**src/verilog/pmw_pkg.sv**
```systemverilog
package pmw_pkg;

    // ****************************************************************
    // Timing
    // ****************************************************************
    localparam int unsigned CLK_PERIOD_NS = 50;
    localparam int unsigned RESET_DELAY_NS = 50000000;
    // A least time, so the division rounds up.
    localparam int unsigned RESET_DELAY_CYC =
        (RESET_DELAY_NS + CLK_PERIOD_NS - 1) / CLK_PERIOD_NS;
    localparam int unsigned SHORT_STARTUP_CYC = 2;
    localparam int unsigned LONG_STARTUP_CYC = 128;
    localparam int unsigned CNT_W = 20;

    // ****************************************************************
    // Sizes
    // ****************************************************************
    localparam int unsigned PORT_W = 8;
    localparam int unsigned IRQ_NUM = 4;
    localparam int unsigned ADDR_W = 4;
    localparam int unsigned DATA_W = 32;

    // ****************************************************************
    // Register map, byte addresses and fields
    // ****************************************************************
    localparam logic [3:0] CONTROL_REG_ZERO_OFS = 4'h0;
    localparam logic [3:0] STATUS_OFS = 4'h4;
    localparam logic [3:0] PORT_A_WAKE_ENABLE_OFS = 4'h8;
    localparam logic [3:0] MODE_OFS = 4'hC;
    localparam int unsigned SYS_CLK_SEL_BIT = 0;
    localparam int unsigned XTAL_LP_SEL_BIT = 1;
    localparam int unsigned PDF_BIT = 0;
    localparam int unsigned TMO_BIT = 1;
    localparam int unsigned MODE_SLOW_BIT = 5;

    // ****************************************************************
    // Types
    // ****************************************************************
    typedef enum logic [4:0] {
        MODE_RUN = 5'h01,
        MODE_IDLE = 5'h02,
        MODE_SLEEP = 5'h04,
        MODE_WAKE = 5'h08,
        MODE_RSTD = 5'h10
    } pmw_mode_e;

    typedef enum logic [1:0] {
        CFG_FAST_XTAL = 2'h0,
        CFG_EXT_RC = 2'h1,
        CFG_FAST_RC = 2'h2,
        CFG_FAST_RC_SLOW_XTAL = 2'h3
    } pmw_osc_cfg_e;

    typedef enum logic [1:0] {
        WDT_SRC_SLOW_RC = 2'h0,
        WDT_SRC_SLOW_XTAL = 2'h1,
        WDT_SRC_SYS = 2'h2
    } pmw_wdt_src_e;

    typedef struct packed {
        logic halt;
        logic clr_wdt;
        logic stack_full;
    } pmw_core_s;

    typedef struct packed {
        logic fast_osc_run;
        logic slow_xtal_run;
        logic slow_rc_run;
        logic sys_clk_slow;
        logic xtal_low_power;
    } pmw_osc_s;

    typedef struct packed {
        pmw_mode_e mode;
        logic [CNT_W-1:0] cnt;
        logic clk_sel;
        logic low_pwr;
        logic power_down_flag;
        logic tmo;
        logic [PORT_W-1:0] wake_en;
        logic [PORT_W-1:0] pa_prev;
        logic [IRQ_NUM-1:0] irq_old;
        logic svc;
        pmw_osc_s osc;
        logic run;
        logic core_rst;
        logic pcsp_rst;
        logic wdt_clr;
        logic wdt_run;
        logic irq_svc;
        logic wait_req;
        logic [DATA_W-1:0] rdata;
    } pmw_state_s;

endpackage

```
**src/verilog/pmw_power_ctrl.sv**
```systemverilog
// Notes on behaviour
// Crystal low-power select 0 means quick start, 1 means low-current mode.
// Power-up clears the crystal low-power select bit.
// Software should set low-power select about 2 s after power-on.
// Slow crystal keeps running whatever the low-power select holds.
// System clock select picks Normal (fast osc) or Slow (slow crystal).
// System clock select acts only with fast RC plus slow crystal.
// Slow crystal is unavailable with external fast crystal or RC.
// Modes Normal, Slow, Idle, Sleep; fast clock stops in Slow and halt.
// Halt enters Idle if slow crystal runs, else Sleep.
// Sleep stops system oscillator and holds execution; state kept.
// Halt clears watchdog; it stops only when clocked from system clock.
// Halt sets power-down flag and clears time-out flag.
// Configured slow crystal keeps running after halt; no enable used.
// Slow RC keeps running when halted unless configured off.
// Wake on external reset, port A fall, interrupt or watchdog overflow.
// Reset wake is full reset; watchdog wake sets timeout, resets PC/SP.
// Power-down flag cleared by power-up or clear-watchdog, set by halt.
// Enabled port A falling edge wakes; execution resumes after halt.
// Disabled or stack-full interrupt wake resumes; otherwise it is served.
// Interrupt already pending before halt does not cause a wake-up.
// Wake delay 2 clocks for RC, 128 for crystal; reset adds delay.
// Reset wake waits power-on delay then the crystal start-up count.
// Clock select 0 is fast RC, 1 is slow crystal with fast RC stopped.
// Low-power select is bit 1, clock select bit 0 of control reg zero.
// Start-up delay counted on the restarted clock; execution held.
module pmw_power_ctrl #(
    parameter int unsigned RSTD_CYCLES = pmw_pkg::RESET_DELAY_CYC
) (
    input wire logic ref_clk_i,
    input wire logic resetn_i,
    input wire logic ext_resetn_i,
    input wire logic [1:0] osc_cfg_i,
    input wire logic [1:0] wdt_src_i,
    input wire logic slow_rc_disable_i,
    input wire pmw_pkg::pmw_core_s core_i,
    input wire logic wdt_overflow_i,
    input wire logic [pmw_pkg::PORT_W-1:0] port_a_i,
    input wire logic [pmw_pkg::IRQ_NUM-1:0] irq_req_i,
    input wire logic [pmw_pkg::IRQ_NUM-1:0] irq_en_i,
    input wire logic [pmw_pkg::ADDR_W-1:0] avs_address,
    input wire logic avs_read,
    input wire logic avs_write,
    input wire logic [pmw_pkg::DATA_W-1:0] avs_writedata,
    input wire logic [3:0] avs_byteenable,
    output logic [pmw_pkg::DATA_W-1:0] avs_readdata,
    output logic avs_waitrequest,
    output pmw_pkg::pmw_osc_s osc_o,
    output logic run_o,
    output logic core_reset_o,
    output logic pc_sp_reset_o,
    output logic wdt_clear_o,
    output logic wdt_run_o,
    output logic irq_service_o
);

    // ****************************************************************
    // State and derived terms
    // ****************************************************************
    pmw_pkg::pmw_state_s s_q;
    pmw_pkg::pmw_state_s s_d;
    logic xtal_cfg;
    logic slow_sel;
    logic crystal;
    logic halted;
    logic halted_d;
    logic wake_go;
    logic [pmw_pkg::PORT_W-1:0] pa_fall;
    logic [pmw_pkg::IRQ_NUM-1:0] irq_new;
    logic [pmw_pkg::CNT_W-1:0] sst_load;

    localparam logic [pmw_pkg::CNT_W-1:0] RSTD_LOAD =
        pmw_pkg::CNT_W'(RSTD_CYCLES - 1);
    localparam logic [pmw_pkg::CNT_W-1:0] SST1_LOAD =
        pmw_pkg::CNT_W'(pmw_pkg::SHORT_STARTUP_CYC - 1);
    localparam logic [pmw_pkg::CNT_W-1:0] SST2_LOAD =
        pmw_pkg::CNT_W'(pmw_pkg::LONG_STARTUP_CYC - 1);

    always_comb
    begin
        xtal_cfg = (osc_cfg_i == pmw_pkg::CFG_FAST_RC_SLOW_XTAL);
        slow_sel = s_q.clk_sel & xtal_cfg;
        crystal = (osc_cfg_i == pmw_pkg::CFG_FAST_XTAL) || slow_sel;
        sst_load = crystal ? SST2_LOAD : SST1_LOAD;
        halted = (s_q.mode == pmw_pkg::MODE_IDLE)
            || (s_q.mode == pmw_pkg::MODE_SLEEP);
        pa_fall = s_q.pa_prev & ~port_a_i & s_q.wake_en;
        // A request already pending at halt is masked out of the wake.
        irq_new = irq_req_i & ~s_q.irq_old;
        wake_go = halted && (wdt_overflow_i || (|pa_fall) || (|irq_new));
    end

    // ****************************************************************
    // Next-state logic
    // ****************************************************************
    always_comb
    begin
        s_d = s_q;
        s_d.pcsp_rst = 1'b0;
        s_d.wdt_clr = 1'b0;
        s_d.irq_svc = 1'b0;
        s_d.pa_prev = port_a_i;

        // Bus: one wait cycle, then the access completes.
        s_d.wait_req = !((avs_read || avs_write) && s_q.wait_req);
        if (avs_read && s_q.wait_req)
        begin
            s_d.rdata = '0;
            case (avs_address)
                pmw_pkg::CONTROL_REG_ZERO_OFS:
                begin
                    s_d.rdata[pmw_pkg::SYS_CLK_SEL_BIT] = s_q.clk_sel;
                    s_d.rdata[pmw_pkg::XTAL_LP_SEL_BIT] = s_q.low_pwr;
                end
                pmw_pkg::STATUS_OFS:
                begin
                    s_d.rdata[pmw_pkg::PDF_BIT] = s_q.power_down_flag;
                    s_d.rdata[pmw_pkg::TMO_BIT] = s_q.tmo;
                end
                pmw_pkg::PORT_A_WAKE_ENABLE_OFS:
                begin
                    s_d.rdata[pmw_pkg::PORT_W-1:0] = s_q.wake_en;
                end
                pmw_pkg::MODE_OFS:
                begin
                    s_d.rdata[4:0] = s_q.mode;
                    s_d.rdata[pmw_pkg::MODE_SLOW_BIT] = slow_sel;
                end
                default:
                begin
                    s_d.rdata = '0;
                end
            endcase
        end
        if (avs_write && !s_q.wait_req && avs_byteenable[0])
        begin
            case (avs_address)
                pmw_pkg::CONTROL_REG_ZERO_OFS:
                begin
                    // The crystal keeps running in either setting.
                    s_d.clk_sel =
                        avs_writedata[pmw_pkg::SYS_CLK_SEL_BIT];
                    s_d.low_pwr =
                        avs_writedata[pmw_pkg::XTAL_LP_SEL_BIT];
                end
                pmw_pkg::PORT_A_WAKE_ENABLE_OFS:
                begin
                    s_d.wake_en = avs_writedata[pmw_pkg::PORT_W-1:0];
                end
                default:
                begin
                    s_d.wake_en = s_q.wake_en;
                end
            endcase
        end

        // Flags: clears first so that a simultaneous set wins.
        if (core_i.clr_wdt)
        begin
            s_d.power_down_flag = 1'b0;
        end
        if (core_i.halt && s_q.mode == pmw_pkg::MODE_RUN)
        begin
            s_d.power_down_flag = 1'b1;
            s_d.tmo = 1'b0;
        end
        if (wdt_overflow_i)
        begin
            s_d.tmo = 1'b1;
        end

        case (s_q.mode)
            pmw_pkg::MODE_RUN:
            begin
                if (core_i.halt)
                begin
                    // Clock select plays no part in the choice.
                    s_d.mode = xtal_cfg ? pmw_pkg::MODE_IDLE
                        : pmw_pkg::MODE_SLEEP;
                    s_d.wdt_clr = 1'b1;
                    s_d.irq_old = irq_req_i;
                end
            end
            pmw_pkg::MODE_IDLE, pmw_pkg::MODE_SLEEP:
            begin
                if (wake_go)
                begin
                    s_d.mode = pmw_pkg::MODE_WAKE;
                    s_d.cnt = sst_load;
                    s_d.pcsp_rst = wdt_overflow_i;
                    s_d.svc = !wdt_overflow_i && (|(irq_new & irq_en_i))
                        && !core_i.stack_full;
                end
            end
            pmw_pkg::MODE_WAKE:
            begin
                if (s_q.cnt == '0)
                begin
                    // Execution resumes after the halt instruction.
                    s_d.mode = pmw_pkg::MODE_RUN;
                    s_d.irq_svc = s_q.svc;
                    s_d.svc = 1'b0;
                end
                else
                begin
                    s_d.cnt = s_q.cnt - 1'b1;
                end
            end
            pmw_pkg::MODE_RSTD:
            begin
                if (s_q.cnt == '0)
                begin
                    s_d.mode = pmw_pkg::MODE_WAKE;
                    s_d.cnt = SST2_LOAD;
                end
                else
                begin
                    s_d.cnt = s_q.cnt - 1'b1;
                end
            end
            default:
            begin
                s_d.mode = pmw_pkg::MODE_RSTD;
                s_d.cnt = RSTD_LOAD;
            end
        endcase

        // The reset pin overrides the mode machine and holds the delay loaded.
        if (!ext_resetn_i)
        begin
            s_d.mode = pmw_pkg::MODE_RSTD;
            s_d.cnt = RSTD_LOAD;
            s_d.pcsp_rst = 1'b0;
            s_d.svc = 1'b0;
        end

        halted_d = (s_d.mode == pmw_pkg::MODE_IDLE)
            || (s_d.mode == pmw_pkg::MODE_SLEEP);
        s_d.osc.fast_osc_run = !halted_d && !slow_sel;
        s_d.osc.slow_xtal_run = xtal_cfg;
        s_d.osc.slow_rc_run = !slow_rc_disable_i;
        s_d.osc.sys_clk_slow = slow_sel;
        s_d.osc.xtal_low_power = s_d.low_pwr;
        s_d.wdt_run = !(halted_d
            && wdt_src_i == pmw_pkg::WDT_SRC_SYS);
        s_d.run = (s_d.mode == pmw_pkg::MODE_RUN);
        s_d.core_rst = (s_d.mode == pmw_pkg::MODE_RSTD);
    end

    // ****************************************************************
    // Register
    // ****************************************************************
    always_ff @(posedge ref_clk_i)
    begin
        if (!resetn_i)
        begin
            s_q <= '0;
            s_q.mode <= pmw_pkg::MODE_RSTD;
            s_q.cnt <= RSTD_LOAD;
            s_q.low_pwr <= 1'b0;
            s_q.core_rst <= 1'b1;
            s_q.wait_req <= 1'b1;
            s_q.wdt_run <= 1'b1;
        end
        else
        begin
            s_q <= s_d;
        end
    end

    assign avs_readdata = s_q.rdata;
    assign avs_waitrequest = s_q.wait_req;
    assign osc_o = s_q.osc;
    assign run_o = s_q.run;
    assign core_reset_o = s_q.core_rst;
    assign pc_sp_reset_o = s_q.pcsp_rst;
    assign wdt_clear_o = s_q.wdt_clr;
    assign wdt_run_o = s_q.wdt_run;
    assign irq_service_o = s_q.irq_svc;

    logic halt_now;
    assign halt_now = core_i.halt && s_q.mode == pmw_pkg::MODE_RUN
        && ext_resetn_i;
endmodule
```
**config.mk**
```make
export PLATFORM = sky130hd
export DESIGN_NAME = pmw_power_ctrl
export DESIGN_NICKNAME = d
export VERILOG_FILES = /design/src/verilog/pmw_pkg.sv /design/src/verilog/pmw_power_ctrl.sv
export SDC_FILE = /design/constraint.sdc
export NUM_CORES = 1
export LEC_CHECK = 0
export ABC_AREA = 1
export BUFFER_PORTS_ARGS = -buffer_cell sky130_fd_sc_hd__buf_2
export CORE_MARGIN = 4
export CORE_UTILIZATION = 40
export CTS_CLUSTER_DIAMETER = 200
export DETAILED_ROUTE_END_ITERATION = 10
export PLACE_DENSITY_LB_ADDON = 0.08
export SLEW_MARGIN = 20
export SYNTH_ARGS = -nofsm -noshare
export SYNTH_HDL_FRONTEND = slang
export SYNTH_SLANG_ARGS = --single-unit
export TNS_END_PERCENT = 100
```
**constraint.sdc**
```tcl
create_clock -name ref_clk_i -period 2.2 [get_ports ref_clk_i]
set_input_delay 0.33 -clock ref_clk_i [delete_from_list [all_inputs] [get_ports ref_clk_i]]
set_output_delay 0.33 -clock ref_clk_i [all_outputs]
set_load 0.02 [all_outputs]
```
==> impl_metrics.py <==
metrics = {
    "yosys": {
        "netlist_instances": 584,
        "syn_area_mm2": 0.00385,
        "synth.distinct_cells": 37,
        "synth-seq-area-share_pct": 35.8,
        "yosysTopAreaCellShare_pct": 35.8,
        "synth_top_cell_by_area": "dfxtp_1",
        "synth_area_leaders": "dfxtp_1 (36%), nand2_1 (15%), nand3_1 (8.2%)",
        "ys.flop_type": "dfxtp_1",
        "yosys_warnings": 0,
        "ys_async_sr_fraction_pct": 0,
        "avgSynthCellArea_um2": 6.60,
        "synth-edff-count": 0,
        "synth_seq_cells": 69,
    },
    "detailed_routing": {
        "totalWireLength_um": 9340,
        "drtIter0Drc": 159,
        "routedWlPerCell_um": 12.1,
        "dr_total_vias": 3559,
        "vias_per_cell": 4.61,
        "drc": 0,
        "firstDrtPassIters": 4,
        "ant_nets": 0,
    },
    "clock_tree": {
        "clk_pin_slew_worst_paths_ns": 0.07,
        "cts_made_buffers": 9,
        "cts_tree": "yes",
        "cts_buffer_depth": 2,
        "post_cts_buffers": 0,
        "cts-root-buf": "clkbuf_8",
        "cts_max_level": 3,
        "cts_hold_buf": 0,
        "cts_resized": 0,
        "clock_sinks": 69,
        "insertion_delay_ns": 0.35,
    },
    "sta": {
        "post-route-min-period_ns": 1.82,
        "fmax_ghz": 0.548,
        "finalSetupViolCount": 0,
        "slew_violations": 0,
        "hold_violations": 0,
        "rsz0062_at_grt": "no",
        "fin_skew_ns": 0.0126,
        "fin_tns_setup_ns": 0,
        "min_period_over_period_pct": 82.9,
    },
    "place": {
        "dpl.cell_count": 756,
        "gp_congestion": 0.859,
        "port_buffers": 62,
        "placed_cell_area_mm2": 0.00412,
        "dp_hpwl_um": 7250,
    },
    "pwr": {
        "finalPower_mw": 2.46,
        "p_switching_mw": 0.674,
        "seqPwrFrac_pct": 52.2,
        "p_int_mw": 1.78,
        "comb_power_share_pct": 8.2,
        "p_per_area_mw_per_mm2": 570,
        "swShare_pct": 27.5,
        "leakagePower_nw": 2.20,
        "clkPwrFrac_pct": 39.7,
        "peakVddDrop_v": 0.000265,
    },
    "global_routing": {
        "grt_max_degree": 30,
        "grt_pass1_wl_um": 15900,
        "antenna_found_initial": 0,
        "grt_pass1_vias": 3304,
        "grt_use_total_pct": 17.5,
        "grt.overflow.total": 0,
    },
    "cells_and_area": {
        "num_antenna_cells": 0,
        "layout.nets": 709,
        "drive_above_1_share_pct": 16.8,
        "fillCellCount": 994,
        "final_cell_area_mm2": 0.00430,
        "finalNonFillerCells": 772,
        "area_delta_synth_final_pct": 11.7,
    },
    "worst_hold_path": {
        "hp-start": "slow_rc_disable_i",
        "hold_path_class": "in -> reg",
    },
    "worst_setup_path": {
        "end_kind": "flop",
        "reg2reg_to": "s_q[70]",
        "crit_required_ns": 2.41,
        "reg2reg_depth": 10,
        "cp-startpoint": "s_q[69]",
        "cp_max_fo": 8,
        "worstSetupEndpoint": "s_q[70]",
        "start_kind": "flop",
        "cp_data_arrival_time_ns": 2.04,
        "r2r_slack_ns": 0.38,
        "path_class": "reg -> reg",
        "r2r-start": "s_q[69]",
    },
    "job": {
        "max_cap_violations": 0,
    },
    "die": {
        "ios": 114,
        "die_y_um": 106,
        "start_util_pct": 41.3,
        "rows": 35,
        "core_area_mm2": 0.00933,
        "die_x_um": 106,
        "die_area_mm2": 0.0113,
    },
    "run_status": {
        "status": "finished clean",
    },
}
[Yosys cell counts (all sizes together), types with 3 or more instances]
master / count
nor2: 84
o21ai: 31
nand3b: 4
buf: 42
nand3: 65
inv: 67
xor2: 5
dfxtp: 69
o22ai: 3
clkbuf: 7
nor3: 3
a21oi: 25
nand4: 9
nand2: 158
[worst min-delay path by stage]
stage	to	cells after the start
final	osc_o[2]	2
after detailed placement	avs_waitrequest	1
after global placement	avs_waitrequest	1
after global routing	osc_o[2]	2
after CTS	osc_o[2]	2
after floorplan	osc_o[2]	1
[routing by layer]
metal / global-route usage [%] / vias to the layer above / part of all wire (%)
met5: 0 / - / 0
met4: 5.92 / 0 / 1.5
met3: 3.04 / 12 / 5.4
met2: 26.4 / 93 / 41
met1: 25.2 / 1553 / 52
li1: - / 1901 / -
[worst max-delay path, cell delays in order (launching register included)]
cell	delay (ns)
dfxtp_1	0.33
inv_1	0.07
ha_1	0.23
nand2_1	0.17
nor2_4	0.09
nand3_2	0.17
nor2_1	0.08
nor2_1	0.30
nand3_1	0.12
nand2_1	0.07
nand3_1	0.06
[cell usage in the layout (no fill, tap or decap)]
master,Yosys,final
nand2_1,152,152
nor2_1,78,78
dfxtp_1,69,69
inv_1,65,65
nand3_1,63,63
buf_2,3,62
o21ai_0,31,31
a21oi_1,25,25
conb_1,1,24
clkbuf_8,0,10
nand4_1,7,7
buf_4,37,7
xor2_1,5,5
nand2_2,4,4
nor2_4,4,4
nand3b_1,4,4
o22ai_1,3,3
nor2_2,2,2
inv_2,2,2
nand2_4,2,2
clkinv_2,1,2
nor3_1,2,2
o221ai_1,2,2
or2_2,2,2
clkinvlp_4,0,2
clkinv_4,0,2
nand4_2,1,1
nor3_4,1,1
a21boi_2,1,1
nand3_2,1,1
nand4_4,1,1
nand3_4,1,1
clkinv_1,1,1
nor3b_1,1,1
o211ai_1,1,1
o21bai_1,1,1
ha_1,1,1
inv_6,0,1
[final cells by class]
cell class | count | area [µm²] | share of cell area (%)
clock buffer | 10 | 138 | 3.20
timing repair buffer | 69 | 363 | 8.43
multi-input combinational | 420 | 1950 | 45.4
sequential | 69 | 1380 | 32.1
inverter | 69 | 260 | 6.05
clock inverter | 6 | 46.3 | 1.08
tap | 129 | 161 | 3.75
[cells by family (layout without fill, tap and decap cells)]
family,Yosys count,in the layout,synth area share [%]
AND/OR/NAND/NOR,326,326,38.0
adder cells (fa/ha/maj),1,1,0.325
AO/OA/AOI/OAI,64,64,8.89
flip-flops,69,69,35.8
other,1,24,0.0973
XOR/XNOR,5,5,1.14
buffers and inverters,118,154,15.7
[state kept, by name (all words and copies together) (netlist names)]
signal and count:
avs_waitrequest 1, s_q 49, avs_readdata 8, wdt_clear_o 1
run_o 1, pc_sp_reset_o 1, core_reset_o 1, irq_service_o 1
wdt_run_o 1, osc_o 5
[stage by stage]
| stage | hold slack, ns | setup slack (ns) | utilization, % |
|---|---|---|---|
| CTS | 0.126 | 0.371 | 46.1 |
| detailed placement | 0.436 | 0.382 | 44.2 |
| global route | 0.148 | 0.171 | 46.1 |
| finish | 0.137 | 0.377 | 46.1 |
| floorplan | 0.402 | 0.608 | - |
| global placement | 0.423 | 0.388 | 44.2 |
[power by group through the flow]
| stage | registers, mW | clock network, mW | logic (mW) |
|---|---|---|---|
| after floorplan | 1.31 | 0 | 0.171 |
| after global placement | 1.31 | 0 | 0.199 |
| after detailed placement | 1.31 | 0 | 0.201 |
| after CTS | 1.28 | 1.00 | 0.201 |
| after global routing | 1.28 | 1.06 | 0.225 |
| final | 1.28 | 0.974 | 0.200 |
Note: power is estimated with default switching activity, not from simulation.
